--- src/core/ccr_pkg.sv ---
// ccr_pkg: register map, field positions, reset values and carrier types
// of the comparator control block. Used by every core/ file.
package ccr_pkg;

    // register offsets (word index on the plain register port)
    localparam logic [2:0] CCR_OFF_CTRL = 3'h0;
    localparam logic [2:0] CCR_OFF_CODE = 3'h1;
    localparam logic [2:0] CCR_OFF_IRQ_STAT = 3'h2;
    localparam logic [2:0] CCR_OFF_IRQ_MASK = 3'h3;

    // control register field positions
    localparam int CCR_BIT_ENABLE = 15;
    localparam int CCR_BIT_STOP_IDLE = 13;
    localparam int CCR_BIT_DAC_OE = 8;
    localparam int CCR_BIT_SEL_HI = 7;
    localparam int CCR_BIT_SEL_LO = 6;
    localparam int CCR_BIT_OUTSIDE_REF = 5;
    localparam int CCR_BIT_STATE = 3;
    localparam int CCR_BIT_INVERT = 1;
    localparam int CCR_BIT_RANGE = 0;

    // writable bits of the control and code registers; reserved bits are zero here
    localparam logic [15:0] CCR_CTRL_WMASK = 16'hA1E3;
    localparam logic [15:0] CCR_CODE_WMASK = 16'h03FF;

    // values after reset
    localparam logic [15:0] CCR_CTRL_RST = 16'h0000;
    localparam logic [9:0] CCR_CODE_RST = 10'h000;
    localparam logic [1:0] CCR_IRQ_RST = 2'h0;

    // glitch filter: pulses shorter than this many cycles are rejected
    localparam int CCR_FILT_CYCLES = 2;
    // interrupt status bits: rising and falling event
    localparam int CCR_IRQ_RISE = 0;
    localparam int CCR_IRQ_FALL = 1;

    // positive input choice
    typedef enum logic [1:0] {
        CCR_IN_A = 2'h0,
        CCR_IN_B = 2'h1,
        CCR_IN_C = 2'h2,
        CCR_IN_D = 2'h3
    } ccr_insel_t;

    // settings handed to the analog macro
    typedef struct packed {
        logic power_on;
        logic dac_pin_output_enable;
        ccr_insel_t input_source_select;
        logic outside_reference_select;
        logic half_supply_range;
        logic [9:0] reference_code;
    } ccr_analog_t;

    // register port request
    typedef struct packed {
        logic [2:0] addr;
        logic [15:0] wdata;
        logic wr;
        logic rd;
    } ccr_req_t;

endpackage : ccr_pkg

--- src/core/ccr_sync.sv ---
// ccr_sync: two flip-flop synchroniser for one asynchronous level.
// Assumes the input is a level from another domain; the first stage is
// read only by the second.
`timescale 1ns/10ps
`default_nettype none
module ccr_sync
    import ccr_pkg::*;
(
    // clock and reset
    input wire logic clk,
    input wire logic rst,
    // level in and out
    input wire logic d,
    output logic q
);
    logic meta_r;

    // two stages, reset to low
    always_ff @(posedge clk)
    begin
        if (rst)
        begin
            meta_r <= 1'b0;
            q <= 1'b0;
        end
        else
        begin
            meta_r <= d;
            q <= meta_r;
        end
    end
endmodule : ccr_sync
`default_nettype wire

--- src/core/ccr_filter.sv ---
// ccr_filter: glitch filter; output follows input only after the input
// has held steady for CYCLES clock cycles. Assumes a synchronous input.
`timescale 1ns/10ps
`default_nettype none
module ccr_filter
    import ccr_pkg::*;
#(
    parameter int CYCLES = CCR_FILT_CYCLES
)
(
    // clock and reset
    input wire logic clk,
    input wire logic rst,
    // filtered level
    input wire logic d,
    output logic q
);
    logic [3:0] cnt_r;

    // count disagreement between input and output, update when long enough
    always_ff @(posedge clk)
    begin
        if (rst)
        begin
            cnt_r <= 4'h0;
            q <= 1'b0;
        end
        else if (d == q)
        begin
            cnt_r <= 4'h0;
        end
        else if (cnt_r == 4'(CYCLES - 1))
        begin
            cnt_r <= 4'h0;
            q <= d;
        end
        else
        begin
            cnt_r <= cnt_r + 4'h1;
        end
    end
endmodule : ccr_filter
`default_nettype wire

--- src/core/ccr_top.sv ---
// ccr_top: control and status logic for one high-speed comparator channel
// with its 10-bit reference DAC. Assumes a register master on CLK_SYS that
// keeps to one-cycle strobes, an analog macro that takes the settings and
// returns a raw asynchronous comparator output, and a power controller
// that reports idle and sleep as levels on CLK_SYS.
//
// Chosen here: the address-and-strobe port and the register offsets.
`timescale 1ns/10ps
`default_nettype none
// Operation
// - enable bit powers comparator and DAC
// - stop-in-idle halts channel in idle
// - any stop-in-idle stops all in idle
// - control reserved bits read zero
// - pin enable connects DAC to pin
// - select field steers positive input mux
// - outside reference bit picks reference source
// - state bit shows polarity-adjusted output
// - invert bit flips output everywhere
// - range bit picks half-supply or low
// - ten-bit code drives the DAC
// - code register upper bits read zero
// - all writable bits clear at reset
// - running output glitch-filtered two cycles
// - sleep or idle: wake output bypasses filter
// - each rising event gives one-cycle pulse
module ccr_top
    import ccr_pkg::*;
(
    // system clock and reset
    input wire logic CLK_SYS,
    input wire logic RST,
    // register port
    input wire logic [2:0] ADDR,
    input wire logic [15:0] WDATA,
    input wire logic WR,
    input wire logic RD,
    output logic [15:0] RDATA,
    // power state from the device
    input wire logic IDLE_MODE,
    input wire logic SLEEP_MODE,
    input wire logic ANY_STOP_IN_IDLE,
    output logic STOP_IN_IDLE_REQ,
    // analog macro
    output ccr_analog_t ANALOG_CFG,
    input wire logic CMP_RAW,
    // comparator output uses
    output logic CMP_OUT,
    output logic CMP_WAKE,
    output logic EVENT_PULSE,
    output logic IRQ
);
    ccr_req_t req;
    logic [15:0] ctrl_r;
    logic [9:0] code_r;
    logic [1:0] irq_stat_r;
    logic [1:0] irq_mask_r;
    logic [1:0] irq_set;
    logic raw_sync;
    logic pol_sync;
    logic filt_out;
    logic filt_prev_r;
    logic run;
    logic halted;
    logic [15:0] ctrl_view;

    assign req = '{addr: ADDR, wdata: WDATA, wr: WR, rd: RD};

    // masked write helper for registers with reserved bits
    function automatic logic [15:0] ccr_wr(input logic [15:0] v,
                                          input logic [15:0] m);
        ccr_wr = v & m;
    endfunction : ccr_wr

    // control register; reserved bits never stored
    always_ff @(posedge CLK_SYS)
    begin
        if (RST)
            ctrl_r <= CCR_CTRL_RST;
        else if (req.wr && req.addr == CCR_OFF_CTRL)
            ctrl_r <= ccr_wr(req.wdata, CCR_CTRL_WMASK);
    end

    // reference code register
    always_ff @(posedge CLK_SYS)
    begin
        if (RST)
            code_r <= CCR_CODE_RST;
        else if (req.wr && req.addr == CCR_OFF_CODE)
            code_r <= req.wdata[9:0];
    end

    // idle halt: own bit or any other channel's bit
    assign STOP_IN_IDLE_REQ = ctrl_r[CCR_BIT_STOP_IDLE];
    assign halted = IDLE_MODE
                    && (ctrl_r[CCR_BIT_STOP_IDLE] || ANY_STOP_IN_IDLE);
    assign run = ctrl_r[CCR_BIT_ENABLE] && !halted;

    // settings to the analog macro
    always_ff @(posedge CLK_SYS)
    begin
        if (RST)
            ANALOG_CFG <= '0;
        else
        begin
            ANALOG_CFG.power_on <= run;
            // pin drive; software keeps this unique among channels
            ANALOG_CFG.dac_pin_output_enable <=
                run && ctrl_r[CCR_BIT_DAC_OE];
            ANALOG_CFG.input_source_select <= ccr_insel_t'(
                ctrl_r[CCR_BIT_SEL_HI:CCR_BIT_SEL_LO]);
            ANALOG_CFG.outside_reference_select <=
                ctrl_r[CCR_BIT_OUTSIDE_REF];
            ANALOG_CFG.half_supply_range <= ctrl_r[CCR_BIT_RANGE];
            ANALOG_CFG.reference_code <= code_r;
        end
    end

    // raw comparator output into the clock domain
    ccr_sync u_sync (
        .clk(CLK_SYS),
        .rst(RST),
        .d(CMP_RAW),
        .q(raw_sync)
    );

    // polarity, gated inactive while not running
    assign pol_sync = run && (raw_sync ^ ctrl_r[CCR_BIT_INVERT]);

    // glitch filter on the running path
    ccr_filter #(
        .CYCLES(CCR_FILT_CYCLES)
    ) u_filt (
        .clk(CLK_SYS),
        .rst(RST),
        .d(pol_sync),
        .q(filt_out)
    );

    // asynchronous wake path bypasses the filter in low power
    assign CMP_WAKE = ctrl_r[CCR_BIT_ENABLE] && (SLEEP_MODE || IDLE_MODE)
                      && !halted
                      && (CMP_RAW ^ ctrl_r[CCR_BIT_INVERT]);

    // filtered output and edge pulse
    always_ff @(posedge CLK_SYS)
    begin
        if (RST)
        begin
            filt_prev_r <= 1'b0;
            CMP_OUT <= 1'b0;
            EVENT_PULSE <= 1'b0;
        end
        else
        begin
            filt_prev_r <= filt_out;
            CMP_OUT <= filt_out;
            EVENT_PULSE <= filt_out && !filt_prev_r;
        end
    end

    // interrupt events: rising and falling edges of the filtered output
    assign irq_set = {!filt_out && filt_prev_r,
                      filt_out && !filt_prev_r};

    // sticky status, write one to clear, set wins over clear
    always_ff @(posedge CLK_SYS)
    begin
        if (RST)
            irq_stat_r <= CCR_IRQ_RST;
        else if (req.wr && req.addr == CCR_OFF_IRQ_STAT)
            irq_stat_r <= (irq_stat_r & ~req.wdata[1:0]) | irq_set;
        else
            irq_stat_r <= irq_stat_r | irq_set;
    end

    // interrupt mask
    always_ff @(posedge CLK_SYS)
    begin
        if (RST)
            irq_mask_r <= CCR_IRQ_RST;
        else if (req.wr && req.addr == CCR_OFF_IRQ_MASK)
            irq_mask_r <= req.wdata[1:0];
    end

    assign IRQ = |(irq_stat_r & irq_mask_r);

    // control view with live state bit
    always_comb
    begin
        ctrl_view = ctrl_r;
        ctrl_view[CCR_BIT_STATE] = filt_out;
    end

    // read data one cycle after the strobe, zero otherwise
    always_ff @(posedge CLK_SYS)
    begin
        if (RST)
            RDATA <= 16'h0000;
        else if (req.rd)
        begin
            unique case (req.addr)
                CCR_OFF_CTRL: RDATA <= ctrl_view;
                CCR_OFF_CODE: RDATA <= {6'h00, code_r};
                CCR_OFF_IRQ_STAT: RDATA <= {14'h0, irq_stat_r};
                CCR_OFF_IRQ_MASK: RDATA <= {14'h0, irq_mask_r};
                default: RDATA <= 16'h0000;
            endcase
        end
        else
            RDATA <= 16'h0000;
    end
endmodule : ccr_top
`default_nettype wire

--- config.mk ---
export PLATFORM = sky130hd
export DESIGN_NAME = ccr_top
export DESIGN_NICKNAME = d
export VERILOG_FILES = /design/src/core/ccr_pkg.sv /design/src/core/ccr_sync.sv /design/src/core/ccr_filter.sv /design/src/core/ccr_top.sv
export SDC_FILE = /design/constraint.sdc
export NUM_CORES = 1
export LEC_CHECK = 0
export ABC_AREA = 1
export BUFFER_PORTS_ARGS = -buffer_cell sky130_fd_sc_hd__buf_2
export CAP_MARGIN = 20
export CORE_MARGIN = 4
export CORE_UTILIZATION = 50
export CTS_CLUSTER_SIZE = 40
export DETAILED_ROUTE_END_ITERATION = 6
export MAX_ROUTING_LAYER = met4
export PLACE_DENSITY = 0.77
export SETUP_SLACK_MARGIN = 0.4
export SLEW_MARGIN = 0
export SYNTH_ARGS = -nofsm -noshare
export SYNTH_HDL_FRONTEND = slang
export SYNTH_SLANG_ARGS = --single-unit
--- constraint.sdc ---
create_clock -name CLK_SYS -period 2.2 [get_ports CLK_SYS]
set_input_delay 0.11 -clock CLK_SYS [delete_from_list [all_inputs] [get_ports CLK_SYS]]
set_output_delay 0.11 -clock CLK_SYS [all_outputs]
set_load 0.02 [all_outputs]
==> metrics.cfg, run 1 <==
[drt]
viasPerCell = 4.88
dr.pass1.iters = 4
antenna_left = 0
first_iter_violations = 110
vias = 1707
wl_um = 4370
avgRoutedWirePerCell_um = 12.5
drc = 0

[layout]
layout-drive-gt1-share = 0.263
layout.nets = 326
diodes = 0
stdcell_area_sq_mm = 0.00256
fill_cells = 367
synthToLayoutAreaGrowth_pct = 22.9

[global_route]
grt_usage = 0.185
antenna_found_initial = 0
grt_pass1_vias = 1625
globalRouteOverflowTotal = 0
grt_first_pass_wirelength_um = 7110
grt_start_max_net_pins = 24

[clock_network]
cts_max_level = 3
hold_buffers = 0
cts_tree = done
post_cts_buffers = 0
cts_root_buf = clkbuf_8
numCtsBuffers = 9
cts_buffer_depth = 2
clock_sinks = 59
cts_resized = 0
worstSkewPairLatency_ns = 0.33
clk_pin_slew_ns = 0.06

[critical_path]
endpoint_kind = primary output
arrival_ns = 1.48
path_class = reg2out
worst-path-max-fanout = 3
startpoint_type = flop
required_ns = 2.09

[floorplanning]
num_io_pins = 64
die_h_um = 72.5
core_area_sq_mm = 0.00400
die-area_sq_mm = 0.00526
row_count = 23
die_w_um = 72.5
initial_utilization = 0.520

[timing]
finalMaxSlewViolations = 0
rsz0062_at_grt = false
max_slew_margin = 0.664
hold_viol_final = 0
post-route-period-util = 0.722
finalWorstSetupSlack_ns = 0.611
tightest_slew_ns = 0.503
fmaxAchievable_mhz = 629
finClkSkew_ns = 0.00642
tns_ns = 0
setup_viol = 0
post-route-min-period_ns = 1.59

[synthesis]
synth-seq-cells = 59
synthCells = 238
synth_top_area_share = 0.568
ys_top_cells_by_area = dfxtp_1, a21oi_1, inv_1, nor2_1, o21ai_0
ys_seq_area_frac = 0.568
synth_area_per_cell_sq_um = 8.74
yosysWarnings = 0
syn_area_sq_mm = 0.00208
synth.distinct_cells = 26
yosysTopAreaCell = dfxtp_1

[placed_design]
io_buffers = 55
dp_slack_ns = 0.931
hpwl_um = 3050
gp_congestion = 0.813
place_area_sq_mm = 0.00236

[flow_run]
drv_cap = 0

[power]
p_per_area_mw_per_mm2 = 876
p_leak_uw = 0.00113
ir_worst_vdd_v = 0.000468

[outcome]
status = complete, no violations

[hold_path]
min_path_type = in2reg

critical path, stage by stage (launching register included):
cell and delay [ns]:
dfxtp_1 0.32, o21ai_0 0.34, nand2_1 0.17, nor3_1 0.15, buf_2 0.18
report_power, final:
group / total [uW] / switching [uW] / internal, uW
Sequential: 1100 / 8.48 / 1090
Combinational: 134 / 91.0 / 43.2
Clock: 1010 / 382 / 624
Total: 2240 / 481 / 1760
final cells by class:
class | count | area (sq um) | share of cell area
Clock buffer | 11 | 131 | 0.0514
Clock inverter | 3 | 65.1 | 0.0255
Tap cell | 50 | 62.6 | 0.0245
Inverter | 32 | 125 | 0.0489
Timing Repair Buffer | 57 | 290 | 0.114
Sequential cell | 59 | 1180 | 0.462
Multi-Input combinational cell | 138 | 701 | 0.274
metal layers:
metal | GRT usage | vias up | part of all wire
met1 | 0.207 | 780 | 0.44
met4 | 0.0861 | 0 | 0.012
met3 | 0.0596 | 6 | 0.061
met5 | - | - | 0
li1 | - | 872 | -
met2 | 0.300 | 49 | 0.49
logic make-up after synthesis:
family	Yosys count	share of synthesized area
simple gates	74	0.164
flops	59	0.568
compound gates	55	0.141
buf+inv	44	0.101
xor+xnor	3	0.0126
fa+ha+maj	2	0.0120
other cells	1	0.00180
state kept, by name (all words and copies together), names as in the netlist:
register       cells
ANALOG_CFG        16
EVENT_PULSE        1
RDATA             12
code_r            10
ctrl_r             8
filt_prev_r        1
irq_mask_r         2
irq_stat_r         2
u_filt.cnt_r       4
u_filt.q           1
u_sync.meta_r      1
u_sync.q           1
metrics by stage:
step | util | power (uW) | hold slack (ns) | std cells
2_1_floorplan | - | 1210 | 0.187 | 241
3_3_place_gp | 0.590 | 1250 | 0.349 | 336
3_5_place_dp | 0.590 | 1260 | 0.347 | 336
4_1_cts | 0.639 | 2260 | 0.00780 | 350
5_1_grt | 0.639 | 2330 | 0.0181 | 350
6_report | 0.639 | 2240 | 0.0270 | 350
final timing paths:
kind / startpoint / end / slack (ns) / cells after the start
max: ctrl_r[13]$_SDFFE_PP0P_ / CMP_WAKE / 0.61 / 4
min: CMP_RAW / u_sync.meta_r$_SDFF_PP0_ / 0.03 / 3
max reg2reg: u_filt.cnt_r[0]$_SDFF_PP0_ / u_filt.cnt_r[3]$_SDFF_PP0_ / 0.96 / 5
min reg2reg: u_sync.meta_r$_SDFF_PP0_ / u_sync.q$_SDFF_PP0_ / 0.42 / 2
cells in the mapped netlist (all sizes together):
| cell type | number |
|---|---|
| a21oi | 27 |
| buf | 9 |
| clkbuf | 3 |
| conb | 1 |
| dfxtp | 59 |
| ha | 2 |
| inv | 32 |
| nand2 | 20 |
| nand3 | 12 |
| nand4 | 2 |
| nor2 | 31 |
| nor3 | 7 |
| nor3b | 1 |
| o21ai | 25 |
| o22ai | 3 |
| or2 | 1 |
| xnor2 | 2 |
| xor2 | 1 |
layout by cell type (no fill, tap or decap):
cell type and count:
nand2_1 18, nand3_1 11, nor3_1 7, o21ai_0 14, nor2_4 1, clkbuf_1 2, nor3b_1 1, clkbuf_8 9
dfxtp_1 59, nor2_1 30, o21ai_1 7, a21oi_1 27, clkinv_2 1, nand3_2 1, inv_6 1, buf_2 55
conb_1 4, xnor2_1 2, bufinv_16 2, nand4_1 2, xor2_1 1, ha_1 2, or2_2 1, buf_4 2
nand2_4 2, o22ai_1 3, inv_1 31, o21ai_2 4
No activity file was read; power rests on OpenSTA's default activity.
==> run 2: changes to the inputs <==
==> constraint.sdc (replaced) <==
create_clock -name CLK_SYS -period 1.6 [get_ports CLK_SYS]
set_input_delay 0.08 -clock CLK_SYS [delete_from_list [all_inputs] [get_ports CLK_SYS]]
set_output_delay 0.08 -clock CLK_SYS [all_outputs]
set_load 0.02 [all_outputs]
==> run 2 against run 1 <==
Critical path depth did not move. Cell area rose by 1.1%. First-iteration DRC count fell by 18%. Utilization rose by 0.72 points. Die area did not move. Routed wire length rose by 0.78%. Via count rose by 0.82%. Combinational power rose by 42%. Critical path type unchanged. Largest cell class unchanged. Largest power group unchanged.
==> metrics.cfg, run 2 (synthesized netlist as in run 1, its figures left out) <==
[floorplanning]
die_w_um = 72.5  ; unchanged
num_io_pins = 64  ; unchanged
die_h_um = 72.5  ; unchanged
initial_utilization = 0.520  ; unchanged
die-area_sq_mm = 0.00526  ; unchanged
core_area_sq_mm = 0.00400  ; unchanged
row_count = 23  ; unchanged

[critical_path]
r2r_setup_slack_ns = 0.50  ; was 0.96 ns
path_class = reg2out  ; unchanged
slowest_stage = dfxtp_2  ; was o21ai_0
worst-path-max-fanout = 3  ; unchanged
r2r_cells = 5  ; unchanged
path_depth = 4  ; unchanged
crit_chain = o21ai_2 -> nand2_2 -> nor3_2 -> buf_4  ; was o21ai_0 -> nand2_1 -> nor3_1 -> buf_2
endpoint_kind = primary output  ; unchanged
startpoint_type = flop  ; unchanged
required_ns = 1.52  ; was 2.09 ns
crit_path_max_incr_delay_ns = 0.33  ; was 0.34 ns
r2r-end = u_filt.cnt_r[0]$_SDFF_PP0_  ; was u_filt.cnt_r[3]$_SDFF_PP0_
critPathCapture = CMP_WAKE  ; unchanged
arrival_ns = 1.19  ; was 1.48 ns
worstReg2RegStart = u_filt.cnt_r[0]$_SDFF_PP0_  ; unchanged
path_delay_family = flip-flops  ; was compound AO/OA/AOI/OAI gates
critPathBufInv = 1  ; unchanged
cp-startpoint = ctrl_r[13]$_SDFFE_PP0P_  ; unchanged

[drt]
vias = 1721  ; was 1707
viasPerCell = 4.90  ; was 4.88
antenna_left = 0  ; unchanged
drc = 0  ; unchanged
wl_um = 4400  ; was 4370 um
first_iter_violations = 90  ; was 110
dr.pass1.iters = 4  ; unchanged
avgRoutedWirePerCell_um = 12.5  ; about the same

[layout]
final_cells = 351  ; was 350
final_common_cell = dfxtp_1  ; unchanged
layout.nets = 329  ; was 326
synthToLayoutAreaGrowth_pct = 24.2  ; was 22.9%
reg.largest.list = ANALOG_CFG (16), RDATA (12), code_r (10)  ; unchanged
layout-drive-gt1-share = 0.302  ; was 0.263
top_register = ANALOG_CFG  ; unchanged
final_cell_mix = dfxtp_1, buf_2, inv_1, nor2_1, a21oi_1  ; unchanged
diodes = 0  ; unchanged
largest_register_ffs = 16  ; unchanged

[clock_network]
cts_max_level = 3  ; unchanged
worstSkewPairLatency_ns = 0.33  ; about the same
cts_tree = done  ; unchanged
numCtsBuffers = 9  ; unchanged
cts_root_buf = clkbuf_8  ; unchanged
cts_buffer_depth = 2  ; unchanged
clk_pin_slew_ns = 0.06  ; about the same
clock_sinks = 59  ; unchanged

[timing]
hold_ws_ns = 0.0117  ; was 0.0270 ns
post-route-min-period_ns = 1.27
fmaxAchievable_mhz = 790
rsz0062_at_grt = true  ; was false
post-route-period-util = 0.791
finClkSkew_ns = 0.00554  ; was 0.00642 ns
hold_viol_final = 0  ; unchanged
finalMaxSlewViolations = 0  ; unchanged
tns_ns = 0  ; unchanged
setup_viol = 0  ; unchanged

[placed_design]
gp_congestion = 0.810  ; was 0.813
dp.cells = 336  ; unchanged
io_buffers = 55  ; unchanged
hpwl_um = 3100  ; was 3050 um

[power]
p_per_area_mw_per_mm2 = 1090  ; was 876 mW/mm^2
ir_worst_vdd_v = 0.000700  ; was 0.000468 V
p_leak_uw = 0.00113  ; about the same
fin_total_pwr_uw = 2810  ; was 2240 uW

[outcome]
status = complete, no violations  ; unchanged

[global_route]
grt_pass1_vias = 1641  ; was 1625
grt_start_max_net_pins = 23  ; was 24
globalRouteOverflowTotal = 0  ; unchanged
antenna_found_initial = 0  ; unchanged
grt_usage = 0.189  ; was 0.185
grt_first_pass_wirelength_um = 7230  ; was 7110 um

[hold_path]
min_path_type = in2reg  ; unchanged

[flow_run]
drv_cap = 0  ; unchanged

==> run 2: worst min-delay path by stage <==
stage,startpoint,to,depth (start not counted)
2_1_floorplan,RST,ANALOG_CFG[14]$_SDFF_PP0_,1
3_3_place_gp,CMP_RAW,u_sync.meta_r$_SDFF_PP0_,3
3_5_place_dp,CMP_RAW,u_sync.meta_r$_SDFF_PP0_,3
4_1_cts,WDATA[9],code_r[9]$_SDFFE_PP0P_,3
5_1_grt,WDATA[9],code_r[9]$_SDFFE_PP0P_,3
6_report,WDATA[9],code_r[9]$_SDFFE_PP0P_,3
==> run 2: timing repair <==
item | 4_1_cts | 5_1_grt
hold endpoints to repair | 1 | 0
buffers inserted | 1 | 1
pin swaps | 2 | 3
endpoints found under the setup margin | 5 | 6
gates resized for setup | 6 | 8
gates cloned | 0 | 0
hold buffers | 1 | 0
==> run 2: final cells by class <==
| class | count | area (sq um) |
|---|---|---|
| Fill cell | 355 | 1420 |
| Tap cell | 50 | 62.6 |
| Inverter | 32 | 125 |
| Multi-Input combinational cell | 138 | 737 |
| Timing Repair Buffer | 60 | 320 |
| Sequential cell | 59 | 1180 |
| Clock buffer | 12 | 155 |
==> run 2: worst register-to-register path, cell delays in order, from the launching register on <==
cell and delay, ns:
dfxtp_2 0.34, ha_1 0.20, nor3b_4 0.16, nor2_2 0.13, nand3_2 0.11, nor2_1 0.11
==> run 2: per-stage QoR <==
| stage | util | area [sq um] | setup slack (ns) |
|---|---|---|---|
| 4_1_cts | 0.638 | 2550 | 0.331 |
| 6_report | 0.646 | 2580 | 0.335 |
| 3_5_place_dp | 0.591 | 2360 | 0.355 |
| 2_1_floorplan | - | 2100 | 0.455 |
| 5_1_grt | 0.646 | 2580 | 0.250 |
| 3_3_place_gp | 0.591 | 2360 | 0.400 |
==> run 2: per-layer routing <==
metal  track usage  routed length (um)  up-vias
li1              -                   -      879
met1         0.209                1860      788
met2         0.295                2190       47
met3        0.0582                 278        7
met4         0.117                  78        0
met5             -                   0        -
==> run 2: power by group <==
part	leakage [uW]	internal, uW	switching, uW
registers	0.000479	1500	12.4
clock network	0.0000803	611	496
logic	0.000574	63.6	126
==> run 3: changes to the inputs <==
--- a/config.mk
+++ b/config.mk
@@ -5,15 +5,15 @@
 export SDC_FILE = /design/constraint.sdc
 export NUM_CORES = 1
 export LEC_CHECK = 0
-export ABC_AREA = 1
+export ABC_AREA = 0
 export BUFFER_PORTS_ARGS = -buffer_cell sky130_fd_sc_hd__buf_2
 export CAP_MARGIN = 20
 export CORE_MARGIN = 4
-export CORE_UTILIZATION = 50
+export CORE_UTILIZATION = 45
 export CTS_CLUSTER_SIZE = 40
 export DETAILED_ROUTE_END_ITERATION = 6
 export MAX_ROUTING_LAYER = met4
-export PLACE_DENSITY = 0.77
+export PLACE_DENSITY = 0.73
 export SETUP_SLACK_MARGIN = 0.4
 export SLEW_MARGIN = 0
 export SYNTH_ARGS = -nofsm -noshare
==> constraint.sdc (replaced) <==
create_clock -name CLK_SYS -period 1.1 [get_ports CLK_SYS]
set_input_delay 0.055 -clock CLK_SYS [delete_from_list [all_inputs] [get_ports CLK_SYS]]
set_output_delay 0.055 -clock CLK_SYS [all_outputs]
set_load 0.02 [all_outputs]
==> run 3 against run 2 <==
The flow now finishes with violations (setup timing). Synthesized cell count shrank 11%. Combinational power grew to 2.5 times the previous value. Flip-flop and latch count is the same. Final cell count grew 9.4%. Sequential share of layout area shrank 14 points.
==> metrics.cfg, run 3 <==
[outcome]
status = finished with violations  ; was complete, no violations
violations = setup timing

[global_route]
globalRouteOverflowTotal = 0  ; unchanged
grt_pass1_vias = 2037  ; was 1641
antenna_found_initial = 0  ; unchanged
grt_start_max_net_pins = 27  ; was 23
grt_usage = 0.233  ; was 0.189
grt_first_pass_wirelength_um = 10300  ; was 7230 um

[drt]
antenna_left = 0  ; unchanged
drc = 0  ; unchanged
wl_um = 8860  ; was 4400 um
dr.pass1.iters = 5  ; was 4
viasPerCell = 5.70  ; was 4.90
vias = 2189  ; was 1721
first_iter_violations = 225  ; was 90
avgRoutedWirePerCell_um = 23.1  ; was 12.5 um

[clock_network]
cts_tree = done  ; unchanged
cts_max_level = 3  ; unchanged
worstSkewPairLatency_ns = 0.36  ; was 0.33 ns
clk_pin_slew_ns = 0.08  ; was 0.06 ns
cts_buffer_depth = 2  ; unchanged
clock_sinks = 59  ; unchanged
cts_root_buf = clkbuf_8  ; unchanged
numCtsBuffers = 9  ; unchanged

[critical_path]
startpoint_type = flop  ; unchanged
required_ns = 1.34  ; was 1.52 ns
r2r_setup_slack_ns = -0.49  ; was 0.50 ns
endpoint_kind = flop  ; was primary output
r2r_cells = 3  ; was 5
worst-path-max-fanout = 4  ; was 3
r2r-end = u_filt.cnt_r[1]$_SDFF_PP0_  ; was u_filt.cnt_r[0]$_SDFF_PP0_
arrival_ns = 1.83  ; was 1.19 ns
cp-startpoint = ctrl_r[13]$_SDFFE_PP0P_  ; unchanged
critPathCapture = u_filt.cnt_r[1]$_SDFF_PP0_  ; was CMP_WAKE
worstReg2RegStart = ctrl_r[13]$_SDFFE_PP0P_  ; was u_filt.cnt_r[0]$_SDFF_PP0_
path_class = reg2reg  ; was reg2out

[power]
ir_worst_vdd_v = 0.00115  ; was 0.000700 V
p_leak_uw = 0.00161  ; was 0.00113 uW
fin_total_pwr_uw = 4780  ; was 2810 uW
p_per_area_mw_per_mm2 = 1230  ; was 1090 mW/mm^2

[flow_run]
drv_cap = 0  ; unchanged

[layout]
final_cell_mix = buf_6, dfxtp_2, buf_4, nand2_2, dfxtp_1  ; was dfxtp_1, buf_2, inv_1, nor2_1, a21oi_1
top_register = ANALOG_CFG  ; unchanged
layout-drive-gt1-share = 0.720  ; was 0.302
synthToLayoutAreaGrowth_pct = 84.9  ; was 24.2%
fill_cells = 180  ; was 355
layout.nets = 356  ; was 329
stdcell_area_sq_mm = 0.00390  ; was 0.00258 sq mm
final_common_cell = buf_6  ; was dfxtp_1
reg.largest.list = ANALOG_CFG (16), RDATA (12), code_r (10)  ; unchanged
diodes = 0  ; unchanged
largest_register_ffs = 16  ; unchanged

[timing]
finClkSkew_ns = 0.00955  ; was 0.00554 ns
finalMaxSlewViolations = 0  ; unchanged
finalWorstSetupSlack_ns = -0.488  ; was 0.335 ns
setup_viol = 12  ; was 0
hold_viol_final = 0  ; unchanged
hold_ws_ns = 0.0182  ; was 0.0117 ns
post-route-min-period_ns = 1.59
fmaxAchievable_mhz = 630
rsz0062_at_grt = true  ; unchanged
post-route-period-util = 1.44

[floorplanning]
initial_utilization = 0.474  ; was 0.520
core_area_sq_mm = 0.00444  ; was 0.00400 sq mm
die_w_um = 76.4  ; was 72.5 um
num_io_pins = 64  ; unchanged
die_h_um = 76.4  ; was 72.5 um
die-area_sq_mm = 0.00584  ; was 0.00526 sq mm
row_count = 24  ; was 23

[placed_design]
place_area_sq_mm = 0.00264  ; was 0.00236 sq mm
dp_slack_ns = -0.421  ; was 0.355 ns
gp_congestion = 0.854  ; was 0.810
io_buffers = 55  ; unchanged
hpwl_um = 3290  ; was 3100 um

[synthesis]
synthCells = 213  ; was 238
yosysMostFrequentCell = dfxtp_1  ; unchanged
synth_top_area_share = 0.560  ; was 0.568
ys_top_cells_by_area = dfxtp_1, nand2_1, nor2b_1, a21oi_1, mux2i_1  ; was dfxtp_1, a21oi_1, inv_1, nor2_1, o21ai_0
async_flop_share = 0  ; unchanged
syn_area_sq_mm = 0.00211  ; was 0.00208 sq mm
ys.flop_type = dfxtp_1  ; unchanged
synth_area_per_cell_sq_um = 9.90  ; was 8.74 sq um
synth-seq-cells = 59  ; unchanged
synth.distinct_cells = 38  ; was 26
synth_edf_count = 0  ; unchanged
yosysTopAreaCell = dfxtp_1  ; unchanged
yosysWarnings = 0  ; unchanged
ys_seq_area_frac = 0.560  ; was 0.568
synth_top_cells_by_count = dfxtp_1, nand2_1, nor2b_1  ; was dfxtp_1, inv_1, nor2_1

[hold_path]
min_path_type = in2reg  ; unchanged

run 3: cell count changes after synthesis, sizes merged, moves of 4 or more:
| cell | change |
|---|---|
| inv | -28 |
| o21ai | -23 |
| nor2 | -20 |
| nor2b | +20 |
| nand2 | +16 |
| nand3 | -10 |
| a21oi | -9 |
| mux2i | +7 |
| clkbuf | +6 |
| nor3 | -6 |
| a2111oi | +4 |
run 3: critical path, cell delays in order, from the launching register on:
cell and delay [ns]:
dfxtp_2 0.33, o21a_1 0.19, or4_4 0.59, a2111oi_2 0.36
run 3: worst min path at each step:
stage,start,endpoint,cells after the start
2_1_floorplan,CMP_RAW,u_sync.meta_r$_SDFF_PP0_,1
3_3_place_gp,WDATA[9],code_r[9]$_SDFFE_PP0P_,3
3_5_place_dp,WDATA[4],code_r[4]$_SDFFE_PP0P_,3
4_1_cts,WDATA[0],ctrl_r[0]$_SDFFE_PP0P_,3
5_1_grt,WDATA[0],ctrl_r[0]$_SDFFE_PP0P_,3
6_report,WDATA[0],ctrl_r[0]$_SDFFE_PP0P_,3
run 3: cell type report:
class / count / area, sq um / share of cell area
repair buffers: 116 / 1130 / 0.290
flip-flops and latches: 59 / 1230 / 0.317
multi-input cells: 137 / 1250 / 0.322
clock inverters: 7 / 76.3 / 0.0196
well taps: 52 / 65.1 / 0.0167
inverters: 4 / 15.0 / 0.00385
clock buffers: 9 / 124 / 0.0318
run 3: kinds of logic after synthesis:
kind of cell	count (synthesis)	share of synthesized area
AO/OA/AOI/OAI	30	0.0890
multiplexers	9	0.0564
buffers and inverters	20	0.0433
other	1	0.00178
flip-flops	59	0.560
AND/OR/NAND/NOR	88	0.221
XOR/XNOR	4	0.0166
adder cells (fa/ha/maj)	2	0.0119
run 3: through the flow:
stage | utilization | TNS, ns | std cells
6_report | 0.877 | -3.11 | 384
5_1_grt | 0.877 | -3.62 | 384
3_5_place_dp | 0.595 | -2.38 | 331
2_1_floorplan | - | -1.67 | 216
3_3_place_gp | 0.595 | -2.12 | 331
4_1_cts | 0.796 | -1.99 | 374
run 3: metal layers:
| layer | track usage | wire length (um) | up-vias |
|---|---|---|---|
| met4 | 0.139 | 528 | 0 |
| met5 | - | 0 | - |
| met1 | 0.254 | 3150 | 1052 |
| met3 | 0.0414 | 704 | 51 |
| li1 | - | - | 936 |
| met2 | 0.397 | 4480 | 150 |
run 3: report_power, final:
group	leakage (uW)	internal, uW	switching [uW]
combinational	0.00102	240	244
clock	0.0000924	1060	1060
sequential	0.000497	2160	23.0
run 3: what timing repair did:
| action | 4_1_cts | 5_1_grt |
|---|---|---|
| resized for setup | 156 | 71 |
| hold endpoints to repair | 17 | 0 |
| gates cloned | 1 | 1 |
| buffers inserted | 13 | 9 |
| setup endpoints to repair | 74 | 81 |
| pin swaps | 23 | 24 |
| hold buffers | 13 | 0 |
